### src/verilog/cfg_bank_pkg.sv
// constants, encodings and states of the output protocol configuration bank
// What this block does
// - Bits 15:13 pick the output: 100 pulse-width, 010 SENT, 001 triggered.
// - Bit 12 low starts each pulse-width period rising, high starts it falling.
// - Bit 11 sets every SENT/triggered low phase to 5 or 3 unit times.
// - Bit 10 high adds two temperature nibbles to triggered frames.
// - Bit 9 low sends the rolling-counter nibble; high leaves it out.
// - Bit 8 high puts the rolling counter into the frame checksum.
// - Bit 7 low expects a 90 unit-time trigger; high accepts any length.
// - Bit 6 low gives secure SENT frames; high gives standard SENT.
// - Bit 5 low puts error code 4091 in data; high flags status only.
// - Bit 4 high appends a pause pulse after each SENT frame.
// - Bit 3 high carries a short serial message across frames.
// - Bits 2:0 give the unit time: 3, 2.5, 2.0, 1.5 or 1.0 us.
// - Address-source bit high takes link address from pins, else stored field.
// - The triggered protocol always uses the stored two-bit slave identifier.
// - Slave address bits 9:8 decode directly to identifiers 0 to 3.
// - Config checksum covers words 0x96 to 0xa2, then the upper byte of 0xa4.
// - Table checksum covers pages 0xb to 0xe, then the upper byte of 0xf0.
// - Customer identifier lives at 0xf2 to 0xfe; first 32 bits feed the message.
// - Working values are refreshed about every 25 microseconds.
// - Each protocol bit is ANDed with the lock word; locked ones do nothing.
package cfg_bank_pkg;
  localparam int CLK_NS = 20;
  localparam int UPDATE_NS = 25000;
  localparam int UPDATE_CYC = UPDATE_NS / CLK_NS;
  localparam logic [10:0] UPDATE_LAST = 11'(UPDATE_CYC - 1);
  // byte addresses of the words the bank looks at
  localparam logic [7:0] OFS_CFG_FIRST = 8'h96;
  localparam logic [7:0] OFS_LOCK = 8'h9a;
  localparam logic [7:0] OFS_PROTO = 8'ha2;
  localparam logic [7:0] OFS_CRCADR = 8'ha4;
  localparam logic [7:0] OFS_LUT_FIRST = 8'hb0;
  localparam logic [7:0] OFS_LUT_LAST = 8'hee;
  localparam logic [7:0] OFS_LUTCRC = 8'hf0;
  localparam logic [7:0] OFS_ID0 = 8'hf2;
  localparam logic [7:0] OFS_ID1 = 8'hf4;
  localparam logic [7:0] OFS_SCAN_LAST = 8'hf4;
  // output_protocol_select fields
  localparam int PS_MODE_HI = 15;
  localparam int PS_MODE_LO = 13;
  localparam int PS_EDGE = 12;
  localparam int PS_LOW = 11;
  localparam int PS_TEMP = 10;
  localparam int PS_CNT_OFF = 9;
  localparam int PS_CNT_CRC = 8;
  localparam int PS_TRIG = 7;
  localparam int PS_VARIANT = 6;
  localparam int PS_ERR = 5;
  localparam int PS_PAUSE = 4;
  localparam int PS_SSM = 3;
  localparam int PS_UT_HI = 2;
  // checksum_and_address_config fields
  localparam int CA_SRC = 10;
  localparam int CA_ID_HI = 9;
  localparam int CA_ID_LO = 8;
  localparam int CA_CRC_HI = 7;
  localparam logic [2:0] MODE_PWM = 3'h4;
  localparam logic [2:0] MODE_SENT = 3'h2;
  localparam logic [2:0] MODE_TRIG = 3'h1;
  // unit times
  localparam int UT0_NS = 3000;
  localparam int UT1_NS = 2500;
  localparam int UT2_NS = 2000;
  localparam int UT3_NS = 1500;
  localparam int UT4_NS = 1000;
  localparam logic [7:0] UT0_CYC = 8'((UT0_NS + CLK_NS - 1) / CLK_NS);
  localparam logic [7:0] UT1_CYC = 8'((UT1_NS + CLK_NS - 1) / CLK_NS);
  localparam logic [7:0] UT2_CYC = 8'((UT2_NS + CLK_NS - 1) / CLK_NS);
  localparam logic [7:0] UT3_CYC = 8'((UT3_NS + CLK_NS - 1) / CLK_NS);
  localparam logic [7:0] UT4_CYC = 8'((UT4_NS + CLK_NS - 1) / CLK_NS);
  localparam logic [9:0] LOW_LONG_UT = 10'h005;
  localparam logic [9:0] LOW_SHORT_UT = 10'h003;
  localparam logic [13:0] TRIG_UT = 14'h005a;
  localparam logic [11:0] ERR_CODE = 12'hffb;
  localparam logic [7:0] CRC_INIT = 8'hff;
  localparam logic [15:0] WORD_RST = 16'h0000;
  typedef enum logic [1:0] {
    SC_IDLE = 2'b00,
    SC_RUN = 2'b01,
    SC_DRAIN = 2'b10,
    SC_PUB = 2'b11
  } scan_e;
endpackage

### src/verilog/cfg_mem_if.sv
// port between the bank logic and its word store
`timescale 1ns/1ps
interface cfg_mem_if #(parameter int AW = 7, parameter int DW = 16);
  logic we;
  logic re;
  logic [AW-1:0] addr;
  logic [DW-1:0] wdata;
  logic [DW-1:0] rdata;
  modport ctl(output we, output re, output addr, output wdata, input rdata);
  modport mem(input we, input re, input addr, input wdata, output rdata);
endinterface

### src/verilog/cfg_word_mem.sv
// nonvolatile word store of the configuration bank, registered read
`timescale 1ns/1ps
module cfg_word_mem #(
  parameter int AW = 7,
  parameter int DW = 16
) (
  // clock
  input wire logic mclk,
  // access
  cfg_mem_if.mem m
);
  // no reset: contents model stored cells that survive reset
  logic [DW-1:0] cells [2**AW];

  always_ff @(posedge mclk) begin
    if (m.we) begin
      cells[m.addr] <= m.wdata;
    end
  end

  always_ff @(posedge mclk) begin
    if (m.re) begin
      m.rdata <= cells[m.addr];
    end
  end
endmodule

### src/verilog/output_protocol_config_bank.sv
// output protocol configuration bank: word store, scan, checksums, decode
`timescale 1ns/1ps
module output_protocol_config_bank #(
  parameter bit PROTOCOL_SELECTABLE = 1'b1,
  parameter logic [2:0] FIXED_PROTOCOL = 3'h2,
  parameter logic [7:0] CRC_POLY = 8'h1d
) (
  // clock and reset
  input wire logic mclk,
  input wire logic rst,
  // word access from the configuration link
  input wire logic cfg_we,
  input wire logic cfg_re,
  input wire logic [7:0] cfg_addr,
  input wire logic [15:0] cfg_wdata,
  output logic [15:0] cfg_rdata,
  output logic cfg_rvalid,
  // address strap pins
  input wire logic [1:0] addr_pins,
  // decoded protocol settings
  output logic [2:0] protocol_choice,
  output logic pwm_start_falling,
  output logic [9:0] low_phase_cycles,
  output logic temperature_nibbles_on,
  output logic counter_nibble_on,
  output logic counter_in_checksum,
  output logic trigger_length_variable,
  output logic [13:0] trigger_cycles,
  output logic frame_variant_select,
  output logic error_in_data,
  output logic [11:0] error_data_code,
  output logic pause_pulse_on,
  output logic slow_message_on,
  output logic [7:0] unit_time_cycles,
  // addressing and integrity
  output logic [1:0] link_address,
  output logic [1:0] triggered_slave_id,
  output logic cfg_crc_ok,
  output logic lut_crc_ok,
  output logic [31:0] slow_message_id,
  output logic working_refresh
);
  cfg_mem_if #(.AW(7), .DW(16)) mbus ();

  cfg_word_mem #(.AW(7), .DW(16)) u_mem (
    .mclk(mclk),
    .m(mbus.mem)
  );

  function automatic logic [7:0] crc8(input logic [7:0] c, input logic [7:0] b);
    logic [7:0] r;
    r = c ^ b;
    for (int i = 0; i < 8; i++) begin
      r = r[7] ? ((r << 1) ^ CRC_POLY) : (r << 1);
    end
    return r;
  endfunction

  function automatic logic [7:0] ut_cycles(input logic [2:0] code);
    logic [7:0] r;
    case (code)
      3'h0: r = cfg_bank_pkg::UT0_CYC;
      3'h1: r = cfg_bank_pkg::UT1_CYC;
      3'h2: r = cfg_bank_pkg::UT2_CYC;
      3'h3: r = cfg_bank_pkg::UT3_CYC;
      3'h4: r = cfg_bank_pkg::UT4_CYC;
      default: r = cfg_bank_pkg::UT0_CYC;
    endcase
    return r;
  endfunction

  cfg_bank_pkg::scan_e state_q;
  cfg_bank_pkg::scan_e state_d;
  logic [10:0] tick_cnt_q;
  logic [7:0] scan_addr_q;
  logic [7:0] tag_q;
  logic scan_rd_q;
  logic host_rd_q;
  logic [15:0] rdata_q;
  logic rvalid_q;
  logic [7:0] crc_c_q;
  logic [7:0] crc_l_q;
  logic [15:0] sh_lock_q;
  logic [15:0] sh_proto_q;
  logic [15:0] sh_crcadr_q;
  logic [15:0] sh_lutcrc_q;
  logic [15:0] sh_id0_q;
  logic [15:0] sh_id1_q;
  logic [15:0] proto_q;
  logic [15:0] crcadr_q;
  logic [7:0] ut_q;
  logic [9:0] low_q;
  logic [13:0] trig_q;
  logic [31:0] id_q;
  logic cfg_ok_q;
  logic lut_ok_q;
  logic pub_done_q;
  logic [1:0] pin_s1_q;
  logic [1:0] pin_s2_q;
  logic [1:0] link_addr_q;

  // update tick and scan control
  wire tick = (tick_cnt_q == 11'h000);
  wire host_busy = cfg_we | cfg_re;
  wire scan_issue = (state_q == cfg_bank_pkg::SC_RUN) & ~host_busy;
  wire scan_at_end = (scan_addr_q == cfg_bank_pkg::OFS_SCAN_LAST);
  wire pub = (state_q == cfg_bank_pkg::SC_PUB);

  // store port: host has priority, the scan waits out host cycles
  assign mbus.we = cfg_we;
  assign mbus.re = cfg_re | scan_issue;
  assign mbus.addr = host_busy ? cfg_addr[7:1] : scan_addr_q[7:1];
  assign mbus.wdata = cfg_wdata;

  // classify the word coming back from the scan
  wire [15:0] rd = mbus.rdata;
  wire in_cfg = scan_rd_q & (tag_q >= cfg_bank_pkg::OFS_CFG_FIRST) &
                (tag_q <= cfg_bank_pkg::OFS_PROTO);
  wire at_crcadr = scan_rd_q & (tag_q == cfg_bank_pkg::OFS_CRCADR);
  wire in_lut = scan_rd_q & (tag_q >= cfg_bank_pkg::OFS_LUT_FIRST) &
                (tag_q <= cfg_bank_pkg::OFS_LUT_LAST);
  wire at_lutcrc = scan_rd_q & (tag_q == cfg_bank_pkg::OFS_LUTCRC);
  wire [7:0] crc_c_word = crc8(crc8(crc_c_q, rd[15:8]), rd[7:0]);
  wire [7:0] crc_c_tail = crc8(crc_c_q, rd[15:8]);
  wire [7:0] crc_l_word = crc8(crc8(crc_l_q, rd[15:8]), rd[7:0]);
  wire [7:0] crc_l_tail = crc8(crc_l_q, rd[15:8]);

  // lock masking and fixed-protocol parts
  wire [15:0] masked = sh_proto_q & sh_lock_q;
  wire [2:0] mode_sel = PROTOCOL_SELECTABLE ?
                        masked[cfg_bank_pkg::PS_MODE_HI:cfg_bank_pkg::PS_MODE_LO] :
                        FIXED_PROTOCOL;
  wire [15:0] eff_proto = {mode_sel, masked[12:0]};
  wire [7:0] ut_n = ut_cycles(eff_proto[cfg_bank_pkg::PS_UT_HI:0]);
  wire [9:0] low_mul = eff_proto[cfg_bank_pkg::PS_LOW] ?
                       cfg_bank_pkg::LOW_SHORT_UT : cfg_bank_pkg::LOW_LONG_UT;

  always_comb begin
    state_d = state_q;
    unique case (state_q)
      cfg_bank_pkg::SC_IDLE: begin
        if (tick) begin
          state_d = cfg_bank_pkg::SC_RUN;
        end
      end
      cfg_bank_pkg::SC_RUN: begin
        if (scan_issue && scan_at_end) begin
          state_d = cfg_bank_pkg::SC_DRAIN;
        end
      end
      cfg_bank_pkg::SC_DRAIN: begin
        state_d = cfg_bank_pkg::SC_PUB;
      end
      cfg_bank_pkg::SC_PUB: begin
        state_d = cfg_bank_pkg::SC_IDLE;
      end
    endcase
  end

  always_ff @(posedge mclk) begin
    if (rst) begin
      state_q <= cfg_bank_pkg::SC_IDLE;
      tick_cnt_q <= 11'h000;
    end else begin
      state_q <= state_d;
      tick_cnt_q <= tick ? cfg_bank_pkg::UPDATE_LAST : tick_cnt_q - 11'h001;
    end
  end

  always_ff @(posedge mclk) begin
    if (rst) begin
      scan_addr_q <= cfg_bank_pkg::OFS_CFG_FIRST;
      tag_q <= 8'h00;
      scan_rd_q <= 1'b0;
    end else begin
      scan_rd_q <= scan_issue;
      if (scan_issue) begin
        tag_q <= scan_addr_q;
        scan_addr_q <= scan_at_end ? cfg_bank_pkg::OFS_CFG_FIRST : scan_addr_q + 8'h02;
      end
    end
  end

  // host read answer
  always_ff @(posedge mclk) begin
    if (rst) begin
      host_rd_q <= 1'b0;
      rvalid_q <= 1'b0;
      rdata_q <= cfg_bank_pkg::WORD_RST;
    end else begin
      host_rd_q <= cfg_re;
      rvalid_q <= host_rd_q;
      if (host_rd_q) begin
        rdata_q <= rd;
      end
    end
  end

  // running checksums, restarted at every scan
  always_ff @(posedge mclk) begin
    if (rst) begin
      crc_c_q <= cfg_bank_pkg::CRC_INIT;
      crc_l_q <= cfg_bank_pkg::CRC_INIT;
    end else if (state_q == cfg_bank_pkg::SC_IDLE) begin
      crc_c_q <= cfg_bank_pkg::CRC_INIT;
      crc_l_q <= cfg_bank_pkg::CRC_INIT;
    end else begin
      if (in_cfg) begin
        crc_c_q <= crc_c_word;
      end else if (at_crcadr) begin
        crc_c_q <= crc_c_tail;
      end
      if (in_lut) begin
        crc_l_q <= crc_l_word;
      end else if (at_lutcrc) begin
        crc_l_q <= crc_l_tail;
      end
    end
  end

  // shadow copies caught during the scan
  always_ff @(posedge mclk) begin
    if (rst) begin
      sh_lock_q <= cfg_bank_pkg::WORD_RST;
      sh_proto_q <= cfg_bank_pkg::WORD_RST;
      sh_crcadr_q <= cfg_bank_pkg::WORD_RST;
      sh_lutcrc_q <= cfg_bank_pkg::WORD_RST;
      sh_id0_q <= cfg_bank_pkg::WORD_RST;
      sh_id1_q <= cfg_bank_pkg::WORD_RST;
    end else if (scan_rd_q) begin
      if (tag_q == cfg_bank_pkg::OFS_LOCK) sh_lock_q <= rd;
      if (tag_q == cfg_bank_pkg::OFS_PROTO) sh_proto_q <= rd;
      if (tag_q == cfg_bank_pkg::OFS_CRCADR) sh_crcadr_q <= rd;
      if (tag_q == cfg_bank_pkg::OFS_LUTCRC) sh_lutcrc_q <= rd;
      if (tag_q == cfg_bank_pkg::OFS_ID0) sh_id0_q <= rd;
      if (tag_q == cfg_bank_pkg::OFS_ID1) sh_id1_q <= rd;
    end
  end

  // working values: all change together, so no half-updated set is seen
  always_ff @(posedge mclk) begin
    if (rst) begin
      proto_q <= cfg_bank_pkg::WORD_RST;
      crcadr_q <= cfg_bank_pkg::WORD_RST;
      ut_q <= cfg_bank_pkg::UT0_CYC;
      low_q <= 10'(cfg_bank_pkg::UT0_CYC) * cfg_bank_pkg::LOW_LONG_UT;
      trig_q <= 14'(cfg_bank_pkg::UT0_CYC) * cfg_bank_pkg::TRIG_UT;
      id_q <= 32'h0000_0000;
      cfg_ok_q <= 1'b0;
      lut_ok_q <= 1'b0;
      pub_done_q <= 1'b0;
    end else begin
      pub_done_q <= pub;
      if (pub) begin
        proto_q <= eff_proto;
        crcadr_q <= sh_crcadr_q;
        ut_q <= ut_n;
        low_q <= 10'(ut_n) * low_mul;
        trig_q <= 14'(ut_n) * cfg_bank_pkg::TRIG_UT;
        id_q <= {sh_id0_q, sh_id1_q};
        cfg_ok_q <= (crc_c_q == sh_crcadr_q[cfg_bank_pkg::CA_CRC_HI:0]);
        lut_ok_q <= (crc_l_q == sh_lutcrc_q[cfg_bank_pkg::CA_CRC_HI:0]);
      end
    end
  end

  // strap pins come from outside the clock domain
  always_ff @(posedge mclk) begin
    if (rst) begin
      pin_s1_q <= 2'h0;
      pin_s2_q <= 2'h0;
      link_addr_q <= 2'h0;
    end else begin
      pin_s1_q <= addr_pins;
      pin_s2_q <= pin_s1_q;
      link_addr_q <= crcadr_q[cfg_bank_pkg::CA_SRC] ? pin_s2_q :
                     crcadr_q[cfg_bank_pkg::CA_ID_HI:cfg_bank_pkg::CA_ID_LO];
    end
  end

  assign cfg_rdata = rdata_q;
  assign cfg_rvalid = rvalid_q;
  assign protocol_choice = proto_q[cfg_bank_pkg::PS_MODE_HI:cfg_bank_pkg::PS_MODE_LO];
  assign pwm_start_falling = proto_q[cfg_bank_pkg::PS_EDGE];
  assign low_phase_cycles = low_q;
  assign temperature_nibbles_on = proto_q[cfg_bank_pkg::PS_TEMP];
  assign counter_nibble_on = ~proto_q[cfg_bank_pkg::PS_CNT_OFF];
  assign counter_in_checksum = proto_q[cfg_bank_pkg::PS_CNT_CRC];
  assign trigger_length_variable = proto_q[cfg_bank_pkg::PS_TRIG];
  assign trigger_cycles = trig_q;
  assign frame_variant_select = proto_q[cfg_bank_pkg::PS_VARIANT];
  assign error_in_data = ~proto_q[cfg_bank_pkg::PS_ERR];
  assign error_data_code = cfg_bank_pkg::ERR_CODE;
  assign pause_pulse_on = proto_q[cfg_bank_pkg::PS_PAUSE];
  assign slow_message_on = proto_q[cfg_bank_pkg::PS_SSM];
  assign unit_time_cycles = ut_q;
  assign link_address = link_addr_q;
  assign triggered_slave_id =
    crcadr_q[cfg_bank_pkg::CA_ID_HI:cfg_bank_pkg::CA_ID_LO];
  assign cfg_crc_ok = cfg_ok_q;
  assign lut_crc_ok = lut_ok_q;
  assign slow_message_id = id_q;
  assign working_refresh = pub_done_q;

  // checking helpers
  logic [10:0] gap_q;
  logic seen_q;
  always_ff @(posedge mclk) begin
    if (rst) begin
      gap_q <= 11'h000;
      seen_q <= 1'b0;
    end else begin
      gap_q <= tick ? 11'h000 : gap_q + 11'h001;
      seen_q <= seen_q | tick;
    end
  end
endmodule

### config.mk
export PLATFORM = sky130hd
export DESIGN_NAME = output_protocol_config_bank
export DESIGN_NICKNAME = d
export VERILOG_FILES = /design/src/verilog/cfg_bank_pkg.sv /design/src/verilog/cfg_mem_if.sv /design/src/verilog/cfg_word_mem.sv /design/src/verilog/output_protocol_config_bank.sv
export SDC_FILE = /design/constraint.sdc
export NUM_CORES = 2
export LEC_CHECK = 0
export ABC_AREA = 1
export BUFFER_PORTS_ARGS = -buffer_cell sky130_fd_sc_hd__buf_2
export CAP_MARGIN = 20
export CELL_PAD_IN_SITES_DETAIL_PLACEMENT = 0
export CELL_PAD_IN_SITES_GLOBAL_PLACEMENT = 2
export CORE_AREA = 2 2 446 448
export DETAILED_ROUTE_END_ITERATION = 10
export DIE_AREA = 0 0 448 450
export PLACE_DENSITY_LB_ADDON = 0.15
export SYNTH_ARGS = -nofsm -noshare
export SYNTH_HDL_FRONTEND = slang
export SYNTH_SLANG_ARGS = --single-unit
### constraint.sdc
create_clock -name mclk -period 4.5 [get_ports mclk]
set_input_delay 0.225 -clock mclk [delete_from_list [all_inputs] [get_ports mclk]]
set_output_delay 0.225 -clock mclk [all_outputs]
set_load 0.1 [all_outputs]
# Word-level counts from Yosys, hierarchy flattened
# Memory sizes are Yosys's and may differ from the RTL's. A register that Yosys moved wholly into a read port is not among the register bits.
# Cells that the tools add are included.
totals:
  reg_bits: 246
  ramBits: 2048
  inputBits: 30
  output_inout_bits: 112
  word_cells: 166
  memories: 1
memory_table:
  columns: ["name", "words", "word_bits", "rd", "rd_ports_with_merged_regs", "wr", "line_no", "source"]
  rows:
  - ["u_mem.cells", 128, 16, 1, 1, 1, "cfg_word_mem.sv:13", "logic [DW-1:0] cells [2**AW];"]
classes:
  addsub: 2
  n_mul: 2
  n_lt_le_gt_ge: 4
  n_eq_ne: 18
  n_mux: 47
  bitwise: 49
  reduce_logical: 14
op_table:
  columns: ["operator", "n"]
  rows:
  - ["$mux W5", 32]
  - ["$not A4 Y4", 32]
  - ["$eq A8 B8 Y1 const B", 7]
  - ["$mux W8", 5]
  - ["$pmux W8 S4", 1]
  - ["$xor A8 B8 Y8", 4]
  - ["$and A16 B16 Y16", 1]
  - ["$eq A8 B8 Y1", 2]
  - ["$ge A8 B8 Y1 const B", 2]
  - ["$le A8 B8 Y1 const B", 2]
  - ["$reduce_and A2 Y1", 7]
  - ["$mul A8 B6 Y13 const B", 1]
  - ["$logic_not A11 Y1", 1]
  - ["$mux W11", 1]
  - ["$sub A11 B1 Y11 const B", 1]
  - ["$mul A8 B3 Y10", 1]
  - ["$add A8 B2 Y8 const B", 1]
  - ["$pmux W2 S4", 1]
  - ["$and A1 B1 Y1", 7]
  - ["$mux W7", 1]
  - ["$eq A3 B2 Y1 const B", 2]
  - ["$mux W2", 3]
  - ["$eq A2 B2 Y1 const B", 2]
  - ["$reduce_bool A2 Y1", 2]
  - ["other kinds (12)", 17]

# Longest topological paths before layout
depth:
  ltp_word: 35
  mapped_depth: 26
  ltp_nobuf: 26

# By module
# Synthesis repeated with hierarchy kept, for this count alone.
unflattened:
  cells_unflattened: 10287
  area_unflattened_um2: 98904.9
by_module_without_submodules:
  columns: ["module", "instances", "cells_each", "area_per_inst_um2", "seq_area_each_um2"]
  rows:
  - ["cfg_word_mem", 1, 8619, 87107.3, 61979.4]
  - ["output_protocol_config_bank", 1, 1668, 11797.6, 4564.4]

# Worst setup path before layout
# OpenSTA, ideal clock, no wires.
synth_path:
  path_type: "register -> register"
  start: "register sh_lock_q[1]"
  end: "register trig_q[13] (netlist: trigger_cycles[13])"
  setup_time_ps: 130
  arrival_ps: 3928
  required_time_ps: 4370
  path_slack_ps: 443
  stages_incl_launch_ff: 27
  n_path_buf: 0
  period_less_slack_ps: 4057
  path_cell_list: "dfxtp_1 > nand2_1 > nor2_1 > inv_1 > nor2_1 > inv_1 > nand2_1 > inv_1 > ha_1 > fa_1 > inv_1 > fa_1 > inv_1 > ha_1 > a21oi_1 > o21ai_0 > a21oi_1 > nor2_1 > nor2_1 > inv_1 > nand2_1 > inv_1 > nor2_1 > inv_1 > a21oi_1 > xor2_1 > o21ai_0"
synth_between:
  elab_chain_len: 4
  word_cells_on_any_way: 7
  classes_between: "mul: 1; eq/ne: 4; mux: 1; bitwise: 1"
synth_rtl:
  columns: ["item", "line_no", "source"]
  rows:
  - ["start, declared", "output_protocol_config_bank.sv:83", "logic [15:0] sh_lock_q;"]
  - ["start signal, assigned", "output_protocol_config_bank.sv:224", "sh_lock_q <= cfg_bank_pkg::WORD_RST;"]
  - ["start signal, assigned", "output_protocol_config_bank.sv:231", "if (tag_q == cfg_bank_pkg::OFS_LOCK) sh_lock_q <= rd;"]
  - ["$and A16 B16 Y16 *", "output_protocol_config_bank.sv:129", "wire [15:0] masked = sh_proto_q & sh_lock_q;"]
  - ["$eq A3 B3 Y1 (tied with other cells)", "output_protocol_config_bank.sv:61", "case (code)"]
  - ["$pmux W8 S4 *", "output_protocol_config_bank.sv:61", null]
  - ["via ut_n[2]", "output_protocol_config_bank.sv:134", "wire [7:0] ut_n = ut_cycles(eff_proto[cfg_bank_pkg::PS_UT_HI:0]);"]
  - ["$mul A8 B6 Y13 *", "output_protocol_config_bank.sv:259", "trig_q <= 14'(ut_n) * cfg_bank_pkg::TRIG_UT;"]
  - ["end signal, assigned", "output_protocol_config_bank.sv:247", "trig_q <= 14'(cfg_bank_pkg::UT0_CYC) * cfg_bank_pkg::TRIG_UT;"]
  - ["end signal, assigned", "output_protocol_config_bank.sv:259", null]
  - ["end, declared", "output_protocol_config_bank.sv:93", "logic [13:0] trig_q;"]
# Mark *: on every way through the listed nets, which the timed path passes. The rest lies on a longest branch.
# A chain may end at the register's enable or synchronous reset.

# Final worst setup path
# Ends and elaborated chain as after synthesis.

==> metrics <==
status finished clean; syn avg cell area about 14 um2; sum of negative setup slack 0 ns; Worst Tran Pin Value approximately 1.2 ns; ys async rst share 0%; VDD IR max roughly 0.44 mV; Antenna Violating Nets Remaining 0; reg2reg start sh_lock_q[1]; largest net degree at the start of global routing 90; CP delay by family, top adder cells; Pins Over Slew Limit 0; clk sinks about 2,300; Via Count 56,300; clk slew on worst S/H paths 0.06 ns; Synth Flop Type edfxtp_1; clock period minus worst slack 4.11 ns; Layout Skew 0.0686 ns; worst-path maximum fanout 4; final WL 283 mm; crit path from sh_lock_q[1]; endpoints failing setup 0; Routability Congestion roughly 0.85; Synth-to-Final Area Change 16.4%; RSZ-0062 raised after global routing false; pwr/cell area between 400 and 500 mW/mm2; antenna violations before repair 16; area of the die around 0.20 mm2; Die Span X 448 um; drt first pass iters 5; Setup WS pre-CTS 0.301 ns; CP arrival roughly 4.9 ns; # DRC 0; grt ovf 0; hold endpoint scan_rd_q; Chip Height 450 um; # fillers 16,800; Reg area about 0.067 mm2; DP HPWL around 170 mm; maximum clock path buffer count 3; Synth Cell Area just under 0.09 mm2; CP max stage cell fa_1; GRT Util Overall 27.8%; Crit. End Element register; Crit path buffers/inverters 8; number of distinct library cells after synthesis 50; core area a little under 0.2 mm2; worst setup path class register to register; Hold Fails Final Rpt 0; Seq cells post-synth ~2,300; Hold Path Origin cfg_we; Initial Util between 40 and 50%; worst rel slew slack around 23%; wire per inst around 30 um; CTS tree yes; Syn Inst Count between 6,000 and 7,000; Layout Nets 6,921; worst skew pair latency about 0.9 ns; r2r worst-path depth 26; CTS root buffer clkbuf_16; vias in the first global route between 50,000 and 60,000; period utilisation layout around nine tenths; commonest non-fill, non-tap cell in the layout edfxtp_1; Yosys warning total 0; Max-Cap Viols 0; first-pass GRT wire length 400 mm; Achievable Freq roughly 240 MHz; crit-path most repeated cell inv_1; critical path required time 5.25 ns; worst min-delay path category primary input to register; CTS resizes 0; Multi-input gate area ~0.019 mm2; reg2reg end trigger_cycles[13]; Reg2Reg Setup Slack ~0.4 ns; leading cell types in the layout, fill and taps excluded edfxtp_1 (2,064), nand2_1 (1,153), a22oi_1 (603), buf_4 (399), nor2_1 (324); DR vias/cell 5.82; Pleak 0.0355 uW; Post-synth EDFFs between 2,000 and 2,500; port bufs 127; Seq/Total Area, Yosys about 76%; setup ws final roughly 0.4 ns; CTS H-Tree Depth 4; CTS Buf Count 230; initial DRC count roughly 6,500; io pins about 140; share of cells above drive strength 1 between 10% and 20%; Rows 163; final core utilization a little over half; hold path depth 4; Max stage delay on crit path 0.51 ns; startpoint types register
worst min-delay path: stages:
cell and delay, ns:
buf_2 0.09, nor2_2 0.10, nand2_1 0.34, nor2_1 0.10
stage by stage:
| step | std cells | area [um2] | hold slack (ns) | total power, uW |
|---|---|---|---|---|
| final | 9683 | 102000 | 0.0641 | 49000 |
| after global routing | 9678 | 102000 | 0.0705 | 50600 |
| after CTS | 9672 | 102000 | 0.00987 | 49300 |
| after detailed placement | 9225 | 94400 | 0.425 | 29700 |
| after global placement | 9225 | 94400 | 0.424 | 29600 |
| after floorplan | 6367 | 88100 | 0.324 | 27500 |
final cells by class:
class	instances	area share [%]
Sequential cell	2292	64.9
Multi-Input combinational cell	3441	18.4
Clock buffer	279	5.93
Timing Repair Buffer	582	4.70
Tap cell	2640	3.22
Clock inverter	151	1.64
Inverter	292	1.13
Antenna cell	6	0.0147
Yosys cell counts (all sizes together) (3+ instances only):
| cell type | number | area [um2] |
|---|---|---|
| a211oi | 4 | 30.0 |
| a21oi | 174 | 871 |
| a221oi | 126 | 1100 |
| a22o | 20 | 175 |
| a22oi | 603 | 4530 |
| a31oi | 20 | 125 |
| and3 | 19 | 119 |
| buf | 229 | 1230 |
| clkbuf | 113 | 424 |
| clkinv | 10 | 37.5 |
| dfxtp | 228 | 4560 |
| edfxtp | 2064 | 62000 |
| fa | 12 | 240 |
| ha | 40 | 500 |
| inv | 282 | 1060 |
| nand2 | 1198 | 4670 |
| nand3 | 235 | 1280 |
| nand4 | 206 | 1290 |
| nor2 | 347 | 1330 |
| nor3 | 25 | 125 |
| nor3b | 3 | 22.5 |
| nor4 | 3 | 18.8 |
| o2111ai | 7 | 61.3 |
| o211ai | 7 | 52.6 |
| o21ai | 300 | 1500 |
| o21bai | 8 | 60.1 |
| o2bb2ai | 11 | 96.3 |
| o31ai | 7 | 52.6 |
| or2 | 4 | 25.0 |
| xnor2 | 17 | 156 |
| xor2 | 25 | 257 |
logic make-up after synthesis:
logic type	share of synthesized area (%)
and+or+nand+nor	10.1
AOI/OAI and AO/OA	9.87
DFF	75.6
buffers and inverters	3.13
other	0.00853
adders and majority gates	0.841
xor gates and xnor gates	0.494
what timing repair did:
item | 4_1_cts | 5_1_grt
setup endpoints to repair | 0 | 0
hold buffers | 17 | 2
hold endpoints to repair | 358 | 38
setup buffers | 0 | 0
routing by layer:
layer / part of all wire [%] / routed length (um) / vias to the layer above / global-route usage (%)
met1: 43 / 122000 / 28900 / 40.1
met4: 2.3 / 6560 / 2 / 6.94
li1: - / - / 24800 / -
met5: 0.0046 / 13 / - / 0
met2: 47 / 133000 / 2263 / 44.2
met3: 7.6 / 21500 / 333 / 4.27
worst max-delay path by stage:
stage | end | slack (ns) | cells past startpoint
after floorplan | trigger_cycles[13] | 0.44 | 26
after global placement | trigger_cycles[13] | 0.23 | 26
after detailed placement | u_mem.m.rdata[2] | 0.30 | 16
after CTS | trigger_cycles[13] | 0.35 | 26
after global routing | trigger_cycles[13] | 0.02 | 26
final | trigger_cycles[13] | 0.39 | 26
flip-flops by register name, summed over array words and instances, names as in the netlist, 3 cells and up:
| signal | flops |
|---|---|
| low_phase_cycles | 9 |
| sh_proto_q | 16 |
| proto_q | 12 |
| trigger_cycles | 11 |
| crc_c_q | 8 |
| sh_lutcrc_q | 8 |
| u_mem.cells | 2048 |
| sh_lock_q | 16 |
| sh_id1_q | 16 |
| scan_addr_q | 7 |
| unit_time_cycles | 7 |
| tag_q | 7 |
| u_mem.m.rdata | 16 |
| crc_l_q | 8 |
| slow_message_id | 32 |
| tick_cnt_q | 11 |
| sh_id0_q | 16 |
| sh_crcadr_q | 11 |
| cfg_rdata | 16 |
| crcadr_q | 3 |
power by group:
part | switching [uW] | internal (uW) | total [uW]
combinational | 4230 | 1430 | 5670
sequential | 195 | 23400 | 23600
clock | 8250 | 11500 | 19700
No activity file was read; power rests on OpenSTA's default activity.
